**src/shared/dcl_defines.svh**
```systemverilog
// constants of the default configuration loader
// assumes inclusion by bare name from rtl and bench
`ifndef DCL_DEFINES_SVH
`define DCL_DEFINES_SVH
`define DCL_ADDR_BUS_SETTINGS 8'hA0
`define DCL_ADDR_CONTROL_FIRST 8'hA1
`define DCL_ADDR_CONTROL_SECOND 8'hA2
`define DCL_ADDR_FLAGS 8'h90
`define DCL_ADDR_PAGE 8'h91
`define DCL_IMG_BUS_SETTINGS 8'h00
`define DCL_IMG_CONTROL_FIRST 8'h02
`define DCL_IMG_CONTROL_SECOND 8'h05
`define DCL_TRIAL_I2C_ADDR 7'h08
`define DCL_MIRROR_PAGE 3'h1
`define DCL_BIT_TRIM 0
`define DCL_BIT_FUSE 1
`define DCL_BIT_STEST 2
`define DCL_NUM_BYTES 3
`endif

```
**src/shared/dcl_pkg.sv**
```systemverilog
// types of the default configuration loader
// assumes no other package
package dcl_pkg;
  typedef enum {
    DCL_IDLE, DCL_FUSE_LOAD, DCL_COPY, DCL_QOFF, DCL_ON
  } dcl_state_t;
  typedef struct packed {
    logic [7:0] bus_settings;
    logic [7:0] control_first;
    logic [7:0] control_second;
  } dcl_cfg_t;
  typedef struct packed {
    logic stest;
    logic fuse;
    logic trim;
  } dcl_flags_t;
endpackage

```
**src/rtl/dcl_loader.sv**
```systemverilog
// default configuration loader: fuse mirror or built-in image into functional registers
// assumes fuse, trim and self-test engines answer with one-cycle done pulses
// Contract
// - source pin low loads from mirror
// - source pin high loads built-in image
// - supply rise copies fuses into mirror when source pin low
// - after fuse load copy mirror to functional
// - mirror writable in trial mode
// - built-in image forbids trial mode
// - fuse mode faults block power-up, clear by 1
// - image mode faults block power-up, clear by 0
// - flags writable only with trial pin high
// - trial pin forces quiescent off state; code still powers up on request when no flag is set
// - self-test flag shows real outcome
// - trial mode disables CRC and secure write
// - trial mode answers at address 0x08
// - trial mode disables all watchdog supervision
// - page select, mirror on page 1 only
// - mirror preloaded from fuses first
// - supply loss resets mirror
// - fuse burn only trial and quiescent off
// - image mode loads trim, fuse flag zero
// - image follows fuse layout, first byte zero
`timescale 1ns/1ps
`include "dcl_defines.svh"
module dcl_loader (
  input wire logic clock,
  input wire logic rst_n,
  input wire logic clk_en,
  input wire logic config_source_pin,
  input wire logic trial_enable_pin,
  input wire logic supply_ok,
  input wire logic [23:0] fuse_data,
  input wire logic fuse_done,
  input wire logic fuse_fail,
  input wire logic trim_done,
  input wire logic trim_fail,
  input wire logic stest_done,
  input wire logic stest_fail,
  input wire logic power_up_request,
  input wire logic low_power_off_select,
  input wire logic reg_wr,
  input wire logic reg_rd,
  input wire logic [7:0] reg_addr,
  input wire logic [7:0] reg_wdata,
  output logic [7:0] reg_rdata,
  output logic reg_ack,
  output logic reg_refused,
  output dcl_pkg::dcl_cfg_t functional,
  output logic [6:0] i2c_addr,
  output logic crc_enable,
  output logic secure_write_enable,
  output logic watchdog_enable,
  output logic burn_allowed,
  output logic quiescent_off_state,
  output logic powered_on,
  output logic fuse_load_start
);
  logic rst_s1, rst_s2;
  always_ff @(posedge clock or negedge rst_n) begin
    if (!rst_n) begin
      rst_s1 <= 1'b0;
      rst_s2 <= 1'b0;
    end else begin
      rst_s1 <= 1'b1;
      rst_s2 <= rst_s1;
    end
  end

  logic [2:0] sync1, sync2;
  always_ff @(posedge clock or negedge rst_s2) begin
    if (!rst_s2) begin
      sync1 <= 3'h0;
      sync2 <= 3'h0;
    end else if (clk_en) begin
      sync1 <= {config_source_pin, trial_enable_pin, supply_ok};
      sync2 <= sync1;
    end
  end
  logic src_image, trial_pin, vin_ok;
  assign src_image = sync2[2];
  assign trial_pin = sync2[1];
  assign vin_ok = sync2[0];

  function automatic logic is_mirror_addr(input logic [7:0] a);
    is_mirror_addr = (a == `DCL_ADDR_BUS_SETTINGS) || (a == `DCL_ADDR_CONTROL_FIRST) ||
                     (a == `DCL_ADDR_CONTROL_SECOND);
  endfunction

  dcl_pkg::dcl_state_t state, next_state;
  dcl_pkg::dcl_cfg_t mirror, next_mirror, next_functional;
  dcl_pkg::dcl_flags_t flags, next_flags;
  logic [2:0] page, next_page;
  logic vin_prev, next_vin_prev;
  logic trim_seen, next_trim_seen, stest_seen, next_stest_seen;
  logic fuse_seen, next_fuse_seen;
  logic [7:0] next_rdata;
  logic next_ack, next_refused, next_start;
  logic [6:0] next_i2c_addr;
  logic next_crc, next_secure, next_wdog, next_burn, next_qoff, next_on;
  logic trial_mode;
  dcl_pkg::dcl_cfg_t image;

  // trial mode exists only on the fuse source
  assign trial_mode = trial_pin && !src_image;
  // built-in image laid out as the fuse map
  assign image = '{bus_settings: `DCL_IMG_BUS_SETTINGS,
                   control_first: `DCL_IMG_CONTROL_FIRST,
                   control_second: `DCL_IMG_CONTROL_SECOND};

  always_comb begin
    logic any_flag, mirror_access, flag_wr;
    any_flag = |flags;
    flag_wr = reg_wr && reg_addr == `DCL_ADDR_FLAGS;
    mirror_access = is_mirror_addr(reg_addr) && page == `DCL_MIRROR_PAGE;
    next_state = state;
    next_mirror = mirror;
    next_functional = functional;
    next_flags = flags;
    next_page = page;
    next_vin_prev = vin_ok;
    next_trim_seen = trim_seen;
    next_stest_seen = stest_seen;
    next_fuse_seen = fuse_seen;
    next_rdata = 8'h00;
    next_ack = 1'b0;
    next_refused = 1'b0;
    next_start = 1'b0;

    // flag clearing, writable only with trial pin high
    if (flag_wr && trial_pin && state == dcl_pkg::DCL_QOFF) begin
      for (int i = 0; i < 3; i++) begin
        if (src_image ? !reg_wdata[i] : reg_wdata[i]) begin
          next_flags[i] = 1'b0;
        end
      end
    end
    // events set flags; a set wins over the clear above
    if (trim_done && trim_fail) begin
      next_flags.trim = 1'b1;
    end
    if (fuse_done && fuse_fail && !src_image) begin
      next_flags.fuse = 1'b1;
    end
    if (stest_done) begin
      next_flags.stest = stest_fail;
    end
    if (src_image) begin
      next_flags.fuse = 1'b0;
    end
    if (trim_done) begin
      next_trim_seen = 1'b1;
    end
    if (stest_done) begin
      next_stest_seen = 1'b1;
    end
    if (fuse_done) begin
      next_fuse_seen = 1'b1;
    end

    // register port
    if (reg_wr || reg_rd) begin
      next_ack = 1'b1;
      if (reg_addr == `DCL_ADDR_PAGE) begin
        if (reg_wr) begin
          // extended pages refused outside trial mode
          if (reg_wdata[2:0] != 3'h0 && !trial_mode) begin
            next_refused = 1'b1;
          end else begin
            next_page = reg_wdata[2:0];
          end
        end
        next_rdata = {5'h00, page};
      end else if (reg_addr == `DCL_ADDR_FLAGS) begin
        next_rdata = {5'h00, flags};
      end else if (mirror_access && trial_mode) begin
        if (reg_wr) begin
          case (reg_addr)
            `DCL_ADDR_BUS_SETTINGS: next_mirror.bus_settings = reg_wdata;
            `DCL_ADDR_CONTROL_FIRST: next_mirror.control_first = reg_wdata;
            default: next_mirror.control_second = reg_wdata;
          endcase
        end
        case (reg_addr)
          `DCL_ADDR_BUS_SETTINGS: next_rdata = mirror.bus_settings;
          `DCL_ADDR_CONTROL_FIRST: next_rdata = mirror.control_first;
          default: next_rdata = mirror.control_second;
        endcase
      end else begin
        next_refused = 1'b1;
      end
    end
    if (!trial_mode) begin
      next_page = 3'h0;
    end

    case (state)
      dcl_pkg::DCL_IDLE: begin
        if (vin_ok && !vin_prev) begin
          next_trim_seen = 1'b0;
          next_stest_seen = 1'b0;
          next_fuse_seen = 1'b0;
          next_start = 1'b1; // trim always comes from fuses
          next_state = dcl_pkg::DCL_FUSE_LOAD;
        end
      end
      dcl_pkg::DCL_FUSE_LOAD: begin
        if (fuse_done && !src_image) begin
          next_mirror = fuse_data;
        end
        if ((fuse_seen || fuse_done) && (trim_seen || trim_done) &&
            (stest_seen || stest_done)) begin
          next_state = dcl_pkg::DCL_COPY;
        end
      end
      dcl_pkg::DCL_COPY: begin
        // source choice
        next_functional = src_image ? image : mirror;
        next_state = dcl_pkg::DCL_QOFF;
      end
      dcl_pkg::DCL_QOFF: begin
        // faults block power-up; without the trial pin low-power-off select holds here
        // with the trial pin high the low-power-off choice is ignored
        if (power_up_request && !any_flag && !trial_pin && !low_power_off_select) begin
          next_state = dcl_pkg::DCL_ON;
        end else if (power_up_request && !any_flag && trial_pin) begin
          next_state = dcl_pkg::DCL_ON; // limited functionality run
        end
      end
      dcl_pkg::DCL_ON: begin
        if (!power_up_request) begin
          next_functional = src_image ? image : mirror; // reload on return
          next_state = dcl_pkg::DCL_QOFF;
        end
      end
      default: next_state = dcl_pkg::DCL_IDLE;
    endcase
    if (!vin_ok) begin
      next_state = dcl_pkg::DCL_IDLE;
      next_mirror = '0;
    end

    // outputs follow the next state so each lines up with the state it reports
    // trial pin overrides bus settings; bits 6:0 are ORed into the address, bit 7 crc
    next_i2c_addr = trial_pin ? `DCL_TRIAL_I2C_ADDR :
                    (`DCL_TRIAL_I2C_ADDR | next_functional.bus_settings[6:0]);
    next_crc = !trial_pin && next_functional.bus_settings[7];
    next_secure = !trial_pin && next_functional.control_first[7];
    next_wdog = !trial_pin;
    next_burn = trial_mode && next_state == dcl_pkg::DCL_QOFF;
    next_qoff = next_state == dcl_pkg::DCL_QOFF;
    next_on = next_state == dcl_pkg::DCL_ON;
  end

  always_ff @(posedge clock or negedge rst_s2) begin
    if (!rst_s2) begin
      state <= dcl_pkg::DCL_IDLE;
      mirror <= '0;
      functional <= '0;
      flags <= '0;
      page <= 3'h0;
      vin_prev <= 1'b0;
      trim_seen <= 1'b0;
      stest_seen <= 1'b0;
      fuse_seen <= 1'b0;
      reg_rdata <= 8'h00;
      reg_ack <= 1'b0;
      reg_refused <= 1'b0;
      fuse_load_start <= 1'b0;
      i2c_addr <= `DCL_TRIAL_I2C_ADDR;
      crc_enable <= 1'b0;
      secure_write_enable <= 1'b0;
      watchdog_enable <= 1'b0;
      burn_allowed <= 1'b0;
      quiescent_off_state <= 1'b0;
      powered_on <= 1'b0;
    end else if (clk_en) begin
      state <= next_state;
      mirror <= next_mirror;
      functional <= next_functional;
      flags <= next_flags;
      page <= next_page;
      vin_prev <= next_vin_prev;
      trim_seen <= next_trim_seen;
      stest_seen <= next_stest_seen;
      fuse_seen <= next_fuse_seen;
      reg_rdata <= next_rdata;
      reg_ack <= next_ack;
      reg_refused <= next_refused;
      fuse_load_start <= next_start;
      i2c_addr <= next_i2c_addr;
      crc_enable <= next_crc;
      secure_write_enable <= next_secure;
      watchdog_enable <= next_wdog;
      burn_allowed <= next_burn;
      quiescent_off_state <= next_qoff;
      powered_on <= next_on;
    end
  end
endmodule

```
**config.mk**
```make
export PLATFORM = sky130hd
export DESIGN_NAME = dcl_loader
export DESIGN_NICKNAME = d
export VERILOG_FILES = /design/src/shared/dcl_pkg.sv /design/src/rtl/dcl_loader.sv
export VERILOG_INCLUDE_DIRS = /design/src /design/src/shared
export SDC_FILE = /design/constraint.sdc
export NUM_CORES = 1
export LEC_CHECK = 0
export ABC_CLOCK_PERIOD_IN_PS = 5100
export BUFFER_PORTS_ARGS = -buffer_cell sky130_fd_sc_hd__buf_4
export CAP_MARGIN = 5
export CORE_UTILIZATION = 45
export CTS_BUF_LIST = sky130_fd_sc_hd__clkbuf_4 sky130_fd_sc_hd__clkbuf_8
export CTS_CLUSTER_DIAMETER = 50
export CTS_CLUSTER_SIZE = 16
export DETAILED_ROUTE_END_ITERATION = 8
export PLACE_DENSITY = 0.7
export SLEW_MARGIN = 20
export SYNTH_ARGS = -nofsm -noshare
export SYNTH_HDL_FRONTEND = slang
export SYNTH_SLANG_ARGS = --single-unit
```
**constraint.sdc**
```tcl
create_clock -name clock -period 5.1 [get_ports clock]
set_clock_uncertainty 0.2 [all_clocks]
set_input_delay 0.51 -clock clock [delete_from_list [all_inputs] [get_ports clock]]
set_output_delay 0.51 -clock clock [all_outputs]
set_load 0.005 [all_outputs]
```
-- Word-level counts from Yosys, hierarchy flattened
Index checks and enable logic that the tools add are counted.
Widths: inputs -> output; s select.
- output and inout port bits: 48
- input port bits: 56
- register bits: 122
- word-level logic and storage cells: 163
- equality and inequality tests: 18
- mux-type cells: 61
- reduce and logical (&&, ||, !) cells: 52
- operator list (operator ; count):
    $mux 24 ; 10
    $mux 32 ; 6
    $pmux 32 s5 ; 1
    $eq 32x3->1 const B ; 3
    $eq 32x2->1 const B ; 2
    $mux 8 ; 7
    $pmux 24 s2 ; 1
    $eq 8x8->1 const B ; 5
    $eq 32x1->1 const B ; 1
    $eq 32x4->1 const B ; 1
    $logic_not 32->1 ; 1
    $mux 1 ; 28
    $logic_and 1x1->1 ; 21
    $mux 3 ; 6
    $pmux 8 s2 ; 1
    $reduce_and 3->1 ; 4
    $reduce_bool 2->1 ; 5
    $logic_not 1->1 ; 9
    $reduce_bool 3->1 ; 3
    $mux 7 ; 1
    $logic_or 1x1->1 ; 6
    $ne 2x2->1 const B ; 3
    $reduce_and 5->1 ; 1
    $ne 2x1->1 const B ; 2
    3 further kinds ; 3

-- Depth between registers and ports, before layout
Gate-level depths: netlist (run 1).
- depth in word-level cells: 12
- gate-level depth with buffers: 8
- mapped depth without buffers: 5

-- Worst setup path after synthesis (run 1)
Ideal clock, no wire load.
- path type: input to register
- start: in reg_addr[3]
- end: reg mirror[17] (netlist bit)
- path slack: 2.491 ns
- path buffers: 2
- required time: 4.810 ns
- data arrival time: 2.318 ns
- cell stages on the path: 6
- library setup time: 0.090 ns
- cell sequence: or4b_4 > or3_1 > buf_2 > or4b_4 > buf_6 > o221ai_1
- cells in the longest elaborated chain, start to end: 12
- elaborated cells between the ends (all ways): 18
- classes of those cells: eq/ne: 5; mux: 9; reduce/logical: 4
- RTL lines (what ; line ; RTL):
    start, declared ; dcl_loader.sv:44 ; input wire logic [7:0] reg_addr,
    $eq 8x8->1 (on tied branches) ; n/a ;
    $logic_or 1x1->1 (2 in a row) ; dcl_loader.sv:86 ; is_mirror_addr = (a == `DCL_ADDR_BUS_SETTINGS) || (a == `DCL_ADDR_CONTROL_FIRST) ||
    $logic_and 1x1->1 (no line) ; n/a ;
    $logic_and 1x1->1 ; dcl_loader.sv:176 ; end else if (mirror_access && trial_mode) begin
    $mux 24 ; dcl_loader.sv:176 ;
    $mux 24 ; dcl_loader.sv:174 ; end else if (reg_addr == `DCL_ADDR_FLAGS) begin
    $mux 24 (*) ; dcl_loader.sv:164 ; if (reg_addr == `DCL_ADDR_PAGE) begin
    $mux 24 (*) ; dcl_loader.sv:162 ; if (reg_wr || reg_rd) begin
    $mux 24 ; dcl_loader.sv:208 ; if (fuse_done && !src_image) begin
    $mux 24 (*) ; dcl_loader.sv:197 ; case (state)
    $mux 24 (*) ; dcl_loader.sv:238 ; if (!vin_ok) begin
    end signal, assigned ; dcl_loader.sv:279 ; mirror <= next_mirror;
    end, declared ; dcl_loader.sv:91 ; dcl_pkg::dcl_cfg_t mirror, next_mirror, next_functional;
Mark *: on every way between the ends. The rest lies on a longest branch, timed or not.
A chain may end at the register's enable or synchronous reset.

-- Final worst setup path (run 1)
- start: reg sync2[2]
- end: reg mirror[11] (netlist bit)
- cells in the longest elaborated chain, start to end: 10
- elaborated cells between the ends (all ways): 11
- classes of those cells: mux: 7; reduce/logical: 4
- RTL lines (what ; line ; RTL):
    start, declared ; dcl_loader.sv:70 ; logic [2:0] sync1, sync2;
    start signal, assigned ; dcl_loader.sv:77 ; sync2 <= sync1;
    $logic_not 1->1 (*) ; dcl_loader.sv:105, dcl_loader.sv:208 ;
    $logic_and 1x1->1 ; dcl_loader.sv:105 ; assign trial_mode = trial_pin && !src_image;
    $logic_and 1x1->1 ; dcl_loader.sv:176 ;
    $mux 24 ; dcl_loader.sv:176 ;
    $mux 24 ; dcl_loader.sv:174 ;
    $mux 24 ; dcl_loader.sv:164 ;
    $mux 24 ; dcl_loader.sv:162 ;
    $mux 24 ; dcl_loader.sv:208 ;
    $mux 24 (*) ; dcl_loader.sv:197 ;
    $mux 24 (*) ; dcl_loader.sv:238 ;
Marked as above.

==> results.ini, run 1 <==
[run_status]
status=finished, final reports clean

[logic_synthesis]
synth_top_family_by_area=simple AND/OR/NAND/NOR gates
synth_simple_gate_area_share_pct=17.5
synth_compound_area_share_pct=13.7
synth_edf_count=0
synthAdderAreaFrac_pct=0
yosysWarnings=0
synthArstFlopShare_pct=100
yosys.area.top_type=dfrtp_1
synth_cells=508
synth_top_area_share_pct=54.9
muxShareOfSynthArea_pct=8.83
syn_avg_cell_area_um2=10.9
synthFlopType=dfrtp_1
yosys.area_share.xor_xnor_pct=0.318
synth_area_um2=5510
synth.distinct_cells=57
synth_top_cells_by_area=dfrtp_1, mux2_2, nor2_1, mux2i_1, nor2b_1
seq_area_frac_synth_pct=54.9
ys_ff_latch=121

[sta]
finalSetupTns_ns=0
hold_viol=0
rsz0062_at_grt=no
timing.hold.ws_ns=0.0752
finalSetupViolations=0
slew_violations=0
period_needed_ns=2.93
period_share_pct=57.5
fmax_ghz=0.341
slew_headroom_pct=30.6
worst_slew_pin_slew_ns=1.04

[worst_setup_path]
ff2ff_path_depth=5
cp.arrival_ns=3.02
cp-end-kind=flip-flop
critPathKind=reg -> reg
critPathSlowestCell=dfrtp_1
worst-path-max-fanout=31
required_ns=5.19
slowest_delay_ns=0.77
startpoint_type=flip-flop
crit_chain=nand2b_1, nor4_1, nand2_1, o22ai_1, o221ai_1

[placed_design]
placed_cells=730
io_buffers=102
hpwlAfterDp_mm=9.65
routabilityCongestion=0.830

[route]
wl_mm=13.5
post_drt_via_cell_ratio=5.61
num_vias=4279
drcViolationCount=0
drtIter0Drc=329
wl_per_cell_um=17.7
drtPass1Iterations=7
ant_nets=0

[clock_tree]
cts_root_buf=clkbuf_8
cts_tree=yes
h-tree-depth=4
cts_buffer_depth=2
cts-buffers-inserted=17
clock_latency_ns=0.45
cts.sinks=121
clkTransAtPathRegs_ns=0.08

[pwr]
vdd_drop_max_uv=146
p_per_area_nw_per_um2=366
p_leak_nw=3.23

[die]
core_area_um2=12000
rows=40
io_pins=104
die_h_um=113
die_w_um=113
dieArea_um2=12700
start_util_pct=46.1

[cells_and_area]
finalNonFillerCells=763
area_growth_pct=23.5
layout_common_cells=dfrtp_1, buf_4, nor2_1, nand2_1
mostFrequentLayoutCell=dfrtp_1
drive_gt1_share_pct=28.7
nets=659
antenna_cells=0

[grt]
grt_pass1_wl_mm=21.9
grt_start_max_net_pins=68
grt_usage_pct=22.7
grt_pass1_vias=4331
grt_antenna_before_repair=0
overflow=0

[job]
cap_violations=0

[min_path]
hold_path_class=in -> reg
holdPathStages=3

[worst paths after layout]
kind / start / end / slack [ns]
max: sync2[2] / mirror[11] / 2.17
min: fuse_data[23] / mirror[23] / 0.08
max reg2reg: sync2[2] / mirror[11] / 2.17
min reg2reg: rst_s1 / rst_s2 / 0.16
max in group asynchronous: rst_s2 / state[18] / 3.24
min in group asynchronous: rst_n / rst_s2 / 0.17
[state kept, by name (all words and copies together), names as in the netlist]
signal	flops
burn_allowed	1
i2c_addr	6
page	3
reg_ack	1
fuse_load_start	1
fuse_seen	1
reg_refused	1
rst_s2	1
state	32
mirror	24
quiescent_off_state	1
flags	3
secure_write_enable	1
powered_on	1
trim_seen	1
rst_s1	1
watchdog_enable	1
vin_prev	1
sync1	3
sync2	3
functional	24
stest_seen	1
crc_enable	1
reg_rdata	8
[cells in the mapped netlist, types with 8 or more instances]
cell and n:
inv_1 29, nor3b_1 10, clkbuf_1 19, mux2_2 29, nor2_1 44, nand2_1 35
nor4_1 11, mux2i_1 16, o221ai_1 16, dfrtp_1 121, and3_1 8, nor2b_1 24
a21oi_1 17, a221o_1 8, o2bb2ai_1 16, o21ai_0 11, and2_1 14
[worst max-delay path: cells and delay by family (launching register included)]
family	cells	cell delay, ns
compound gates	2	0.83
flops	1	0.77
simple gates	3	0.98
[cells by family (layout without fill, tap and decap cells)]
kind of cell | after synthesis | after routing
and+or+nand+nor | 178 | 178
DFF | 121 | 121
AOI/OAI and AO/OA | 100 | 100
buffers and inverters | 61 | 168
muxes | 45 | 45
xor gates and xnor gates | 2 | 2
other | 1 | 2
[routing by layer]
metal	part of all wire, %	GRT usage (%)	up-vias	routed length (um)
li1	-	-	1999	-
met1	44	30.0	2105	5970
met2	48	36.5	156	6520
met3	5.8	5.02	19	782
met4	1.5	8.62	0	205
met5	0	0	-	0
[what timing repair did]
action | CTS | global route
gates resized for setup | 0 | 0
hold buffers | 1 | 0
setup buffers | 0 | 0
endpoints found under the hold margin | 2 | 0
[through the flow]
stage                     instance area (um^2)  setup WS (ns)  utilization, %  total power [mW]
after CTS                                 6800           2.17            56.9              2.50
after floorplan                           5520           1.28               -              1.35
final                                     6810           2.17            56.9              2.49
after global routing                      6810           1.99            56.9              2.60
after detailed placement                  6350           2.04            53.1              1.55
after global placement                    6350           2.12            53.1              1.54
[final cells by class]
type                       instances  area, um^2
clock buffer                      21         270
clock inverter                    11         171
multi-input combinational        327        2240
inverter                          30         113
timing repair buffer             106         798
fill                            1035        5150
sequential                       121        3030
tap                              147         184
[power by group]
| group | total [mW] | switching (mW) | internal, mW |
|---|---|---|---|
| Clock | 0.957 | 0.395 | 0.562 |
| Combinational | 0.397 | 0.181 | 0.216 |
| Sequential | 1.14 | 0.0870 | 1.05 |
| Total | 2.49 | 0.663 | 1.83 |
(Power assumes the default switching activity.)
==> run 2, diff against run 1 <==
Settings changed: ABC_CLOCK_PERIOD_IN_PS 5100 to 2800.
Clock period 5.1 ns to 2.8 ns, I/O delays scaled along.
==> run 2 against run 1 <==
Net effect: clock-buffer cell count is the same; cell area grew 7.9%; register-to-register slack lost 2.0 ns; combinational power grew 110%; hold slack lost 0.040 ns; sequential power grew 79%; first-iteration DRC count shrank 12%; wire length grew 4.4%; non-clock buffer count grew 52; global-route usage grew 1.3 points; critical path depth grew 2.
==> results.ini, run 2 (synthesis gave the netlist of run 1 again) <==
[run_status]
status=finished, final reports clean

[placed_design]
io_buffers=102  ; unchanged
routabilityCongestion=0.897  ; +8.2%
hpwlAfterDp_mm=9.88  ; +2.3%

[route]
drtIter0Drc=290  ; -12%
num_vias=4561  ; +6.6%
ant_nets=0  ; unchanged
drtPass1Iterations=5  ; -2
wl_mm=14.1  ; +4.4%
drcViolationCount=0  ; unchanged
post_drt_via_cell_ratio=5.60  ; -0.21%
wl_per_cell_um=17.3  ; -2.2%

[clock_tree]
cts_root_buf=clkbuf_8
cts.sinks=121  ; unchanged
cts_buffer_depth=2  ; unchanged
clock_latency_ns=0.43  ; -0.02 ns
clkTransAtPathRegs_ns=0.07  ; about the same
cts_tree=yes
h-tree-depth=4  ; unchanged
cts-buffers-inserted=17  ; unchanged

[die]
dieArea_um2=12700  ; unchanged
die_w_um=113  ; unchanged
die_h_um=113  ; unchanged
io_pins=104  ; unchanged
core_area_um2=12000  ; unchanged
rows=40  ; unchanged
start_util_pct=46.1  ; unchanged

[pwr]
swShare_pct=25.5  ; -1.1 points
pwr-share-seq_pct=43.4  ; -2.3 points
p_switching_mw=1.20  ; +81%
p_clk_share_pct=39.1  ; +0.7 points
p_leak_nw=3.47  ; +7.4%
vdd_drop_max_uv=313  ; +110%
p_comb_share_pct=17.6  ; +1.7 points
p_int_mw=3.51  ; +92%
p_per_area_nw_per_um2=641  ; +75%

[job]
cap_violations=0  ; unchanged

[worst_setup_path]
cp.depth=7  ; +2
critPathKind=in -> reg
cp-end-kind=flip-flop
cp.arrival_ns=2.77  ; -0.25 ns
startpoint=reg_addr[3]
required_ns=2.92  ; -2.27 ns
ff2ff_path_depth=5  ; unchanged
slowest_delay_ns=0.66  ; -0.11 ns
startpoint_type=input pin
worst-path-max-fanout=8  ; -74%
critPathSlowestCell=or4b_1
path_delay_family=simple AND/OR/NAND/NOR gates
r2r-start=state[2]
path_buf_inv=2  ; +2
crit_chain=buf_4, or4b_4, or4b_1, nor2_1, nand4_1, a32o_1, dlygate4sd3_1

[min_path]
holdPathStages=3  ; unchanged
hold_path_class=in -> reg
hp-start=reg_wdata[7]

[cells_and_area]
nets=711  ; +7.9%
antenna_cells=0  ; unchanged
top_regs=state x32, functional x24, mirror x24
drive_gt1_share_pct=28.1  ; -0.59 points
fillerInstances=958  ; -7.4%
area_growth_pct=33.2
top_register=state
regArea_um2=3030  ; unchanged
largest_reg_flops=32  ; unchanged
multi_input_comb_area_um2=2240  ; -0.11%
layout_common_cells=dfrtp_1, buf_4, nor2_1, dlygate4sd3_1, nand2_1
mostFrequentLayoutCell=dfrtp_1

[grt]
grt_pass1_vias=4647  ; +7.3%
grt_usage_pct=24.0  ; +1.3 points
grt_pass1_wl_mm=23.2  ; +5.8%
grt_start_max_net_pins=66  ; -2.9%
grt_antenna_before_repair=0  ; unchanged
overflow=0  ; unchanged

[sta]
finalSetupTns_ns=0  ; unchanged
period_needed_ns=2.65
hold_viol=0  ; unchanged
period_share_pct=94.5
rsz0062_at_grt=no
finalSetupViolations=0  ; unchanged
timing.hold.ws_ns=0.0357  ; -0.0395 ns
slew_headroom_pct=50.8  ; +20 points
fmax_ghz=0.378
worst_slew_pin_slew_ns=0.734  ; -0.306 ns
slew_violations=0  ; unchanged

[run 2: cell types whose count changed in the layout (fill, tap and decap cells not counted), moves of 2 or more]
cell           previous run  this run
clkbuf_4                  3         1
clkbuf_8                 18        20
buf_4                   105       115
dlygate4sd3_1             1        42
clkinv_4                  3         0
[run 2: path summary, 6_finish.rpt]
path                                  endpoint  slack, ns
max in group asynchronous       functional[23]       1.63
min in group asynchronous             sync1[1]       0.07
worst min register to register        sync1[1]       0.07
worst min-delay path                mirror[15]       0.04
worst max register to register   functional[6]       0.21
worst max-delay path                  flags[2]       0.15
[run 2: cell type report]
class / count / area share (%)
clock buffers: 21 / 3.85
clock inverters: 11 / 2.61
inverters: 30 / 1.53
multi-input cells: 327 / 30.5
flip-flops and latches: 121 / 41.3
well taps: 147 / 2.50
repair buffers: 158 / 17.8
[run 2: repair_timing]
item / 4_1_cts / 5_1_grt
endpoints found under the setup margin: 0 / 2
buffers inserted: 0 / 0
resized for setup: 0 / 1
endpoints found under the hold margin: 37 / 0
hold buffers: 42 / 0
[run 2: worst reg2reg max path, cell delays in order (launching register included)]
cell and delay (ns):
dfrtp_1 0.50, or3b_1 0.41, a21o_1 0.22, nor4_2 0.46
nand2_4 0.32, mux2_2 0.38
[run 2: power groups by stage]
stage | clock [mW] | combinational [mW] | sequential, mW
6_report | 1.84 | 0.826 | 2.04
5_1_grt | 1.95 | 0.912 | 2.06
4_1_cts | 1.87 | 0.831 | 2.04
3_5_place_dp | 0 | 0.783 | 2.07
3_3_place_gp | 0 | 0.764 | 2.06
2_1_floorplan | 0 | 0.388 | 2.07
[run 2: routing by layer]
layer | vias up | GRT usage, % | part of all wire, %
li1 | 2106 | - | -
met2 | 184 | 38.0 | 47
met3 | 32 | 5.08 | 6.0
met4 | 0 | 11.5 | 3.0
met1 | 2239 | 31.5 | 44
met5 | - | 0 | 0
[run 2: per-stage QoR]
stage               instance area [um^2]  utilization [%]  worst slack (ns)  instances  total power [mW]
detailed placement                  6450             53.9             0.222        741              2.85
floorplan                           5520                -             0.411        509              2.45
CTS                                 7340             61.4            0.0865        815              4.74
global route                        7340             61.4            0.0543        815              4.92
global placement                    6450             53.9             0.279        741              2.83
finish                              7340             61.4             0.153        815              4.71
==> run 3, diff against run 2 <==
Settings changed: RECOVER_POWER set to 100.
==> run 3 against run 2 <==
Net effect: critical path depth unchanged; fmax down 2.5%; clock-buffer cell count unchanged; hold slack worse by 0.0059 ns; cell count unchanged; wire length down 0.26%; flip-flop and latch count unchanged; sequential share of layout area up 0.13 points; largest power group unchanged.
==> results.ini, run 3 (synthesis gave the netlist of run 1 again) <==
[die]
die_w_um=113  ; unchanged
core_area_um2=12000  ; unchanged
rows=40  ; unchanged
start_util_pct=46.1  ; unchanged
io_pins=104  ; unchanged
die_h_um=113  ; unchanged
dieArea_um2=12700  ; unchanged

[run_status]
status=finished, final reports clean

[worst_setup_path]
critPathSlowestCell=or4b_1
startpoint_type=input pin
cp.arrival_ns=2.83  ; +0.06 ns
path_delay_family=simple AND/OR/NAND/NOR gates
slowest_delay_ns=0.68  ; +0.02 ns
required_ns=2.92  ; about the same
cp-end-kind=flip-flop
path_buf_inv=2  ; unchanged
cpMostUsedCell=or4b_1
crit_chain=clkbuf_4, or4b_1, or4b_1, nor2_1, nand4_1, a32o_1, dlygate4sd3_1
worst-path-max-fanout=8  ; unchanged
critPathKind=in -> reg

[placed_design]
place_area_um2=6450  ; unchanged
placed_cells=741  ; unchanged
routabilityCongestion=0.897  ; unchanged
io_buffers=102  ; unchanged
hpwlAfterDp_mm=9.88  ; unchanged

[sta]
finalSetupTns_ns=0  ; unchanged
rsz0062_at_grt=no
slew_violations=0  ; unchanged
period_share_pct=97.0  ; +2.4 points
slew_headroom_pct=13.0  ; -38 points
finalSetupViolations=0  ; unchanged
period_needed_ns=2.72  ; +0.0681 ns
worst_slew_pin_slew_ns=1.31  ; +0.571 ns
hold_viol=0  ; unchanged
fmax_ghz=0.368  ; -2.5%

[clock_tree]
cts.sinks=121  ; unchanged
cts_buffer_depth=2  ; unchanged
clock_latency_ns=0.43  ; about the same
h-tree-depth=4  ; unchanged
cts-buffers-inserted=17  ; unchanged
cts_tree=yes
clkTransAtPathRegs_ns=0.07  ; about the same
cts_root_buf=clkbuf_8

[cells_and_area]
postLayoutCoreUtil_pct=61.1  ; -0.27 points
top_regs=state x32, functional x24, mirror x24
multi_input_comb_area_um2=2230  ; -0.34%
nets=711  ; unchanged
fillerInstances=967  ; +0.94%
regArea_um2=3030  ; -0.12%
antenna_cells=0  ; unchanged
finalNonFillerCells=815  ; unchanged
area_growth_pct=32.6
layout_common_cells=dfrtp_1, buf_4, clkbuf_4, nor2_1, dlygate4sd3_1
drive_gt1_share_pct=26.9  ; -1.2 points
mostFrequentLayoutCell=dfrtp_1
top_register=state
largest_reg_flops=32  ; unchanged
design_area_um2=7310  ; -0.44%

[grt]
overflow=0  ; unchanged
grt_pass1_vias=4647  ; unchanged
grt_pass1_wl_mm=23.2  ; unchanged
grt_start_max_net_pins=66  ; unchanged
grt_usage_pct=24.0  ; unchanged
grt_antenna_before_repair=0  ; unchanged

[route]
wl_mm=14.0  ; -0.26%
wl_per_cell_um=17.2  ; -0.26%
drtIter0Drc=334  ; +15%
num_vias=4570  ; +0.20%
post_drt_via_cell_ratio=5.61  ; +0.20%
ant_nets=0  ; unchanged
drtPass1Iterations=4  ; -1
drcViolationCount=0  ; unchanged

[pwr]
p_per_area_nw_per_um2=639  ; -0.25%
p_int_mw=3.48  ; -0.70%
p_leak_nw=3.42  ; -1.6%
p_clk_share_pct=39.3  ; +0.2 points
power_mw=4.67  ; -0.69%
vdd_drop_max_uv=313  ; about the same
p_comb_share_pct=17.1  ; -0.5 points
pwr-share-seq_pct=43.6  ; +0.2 points
p_switching_mw=1.19  ; -0.66%
swShare_pct=25.5  ; about the same

[job]
cap_violations=0  ; unchanged

[min_path]
hold_path_class=in -> reg

==> run 3: cell count changes in the layout (fill, tap and decap cells not counted) <==
cell and change:
and2_0 +11, and2_1 -11, buf_4 -56, clkbuf_1 +5, clkbuf_2 +1, clkbuf_4 +50, dfrtp_1 +1, dfrtp_4 -1
or4_1 +1, or4_4 -1, or4b_1 +1, or4b_4 -1
==> run 3: worst register-to-register path: cells and delay by family, from the launching register on <==
family                 cells  cell delay (ns)
AO/OA/AOI/OAI              1             0.24
flip-flops                 1             0.37
AND/OR/NAND/NOR            4             1.15
buffers and inverters      1             0.55
==> run 3: layout make-up <==
type                            count  share of cell area, %
Sequential cell                   121                   41.4
Multi-Input combinational cell    327                   30.5
Timing Repair Buffer              158                   17.5
Clock buffer                       21                   3.87
Clock inverter                     11                   2.62
Tap cell                          147                   2.52
Inverter                           30                   1.54
==> run 3: path summary, 6_finish.rpt <==
path | from | to | slack [ns] | depth (start not counted)
min in group asynchronous | rst_s2 | sync1[1] | 0.35 | 0
worst min-delay path | reg_wdata[7] | mirror[15] | 0.03 | 3
worst min register to register | rst_s1 | rst_s2 | 0.16 | 0
worst max-delay path | reg_addr[3] | flags[0] | 0.08 | 7
max in group asynchronous | rst_s2 | functional[9] | 0.78 | 1
worst max register to register | state[26] | flags[0] | 0.18 | 6
==> run 3: metal layers <==
metal	wire (um)	global-route usage, %	share of wire (%)
met5	0	0	0
met4	397	11.5	2.8
met3	861	5.08	6.1
met2	6590	38.0	47
met1	6200	31.5	44
==> run 3: what timing repair did <==
action | 4_1_cts | 5_1_grt
resized for setup | 0 | 1
endpoints found under the hold margin | 37 | 0
setup buffers | 0 | 0
endpoints found under the setup margin | 0 | 2
hold buffers | 42 | 0
==> run 3: per-stage QoR <==
step / hold slack, ns / setup slack, ns
2_1_floorplan: -0.216 / 0.411
3_3_place_gp: -0.136 / 0.279
3_5_place_dp: -0.132 / 0.222
4_1_cts: 0.00520 / 0.0865
5_1_grt: 0.0173 / 0.0455
6_report: 0.0297 / 0.0846
==> run 3: power groups by stage <==
stage | clock network (mW) | logic, mW | registers [mW]
2_1_floorplan | 0 | 0.388 | 2.07
4_1_cts | 1.87 | 0.831 | 2.04
5_1_grt | 1.95 | 0.889 | 2.06
3_5_place_dp | 0 | 0.783 | 2.07
6_report | 1.84 | 0.800 | 2.04
3_3_place_gp | 0 | 0.764 | 2.06
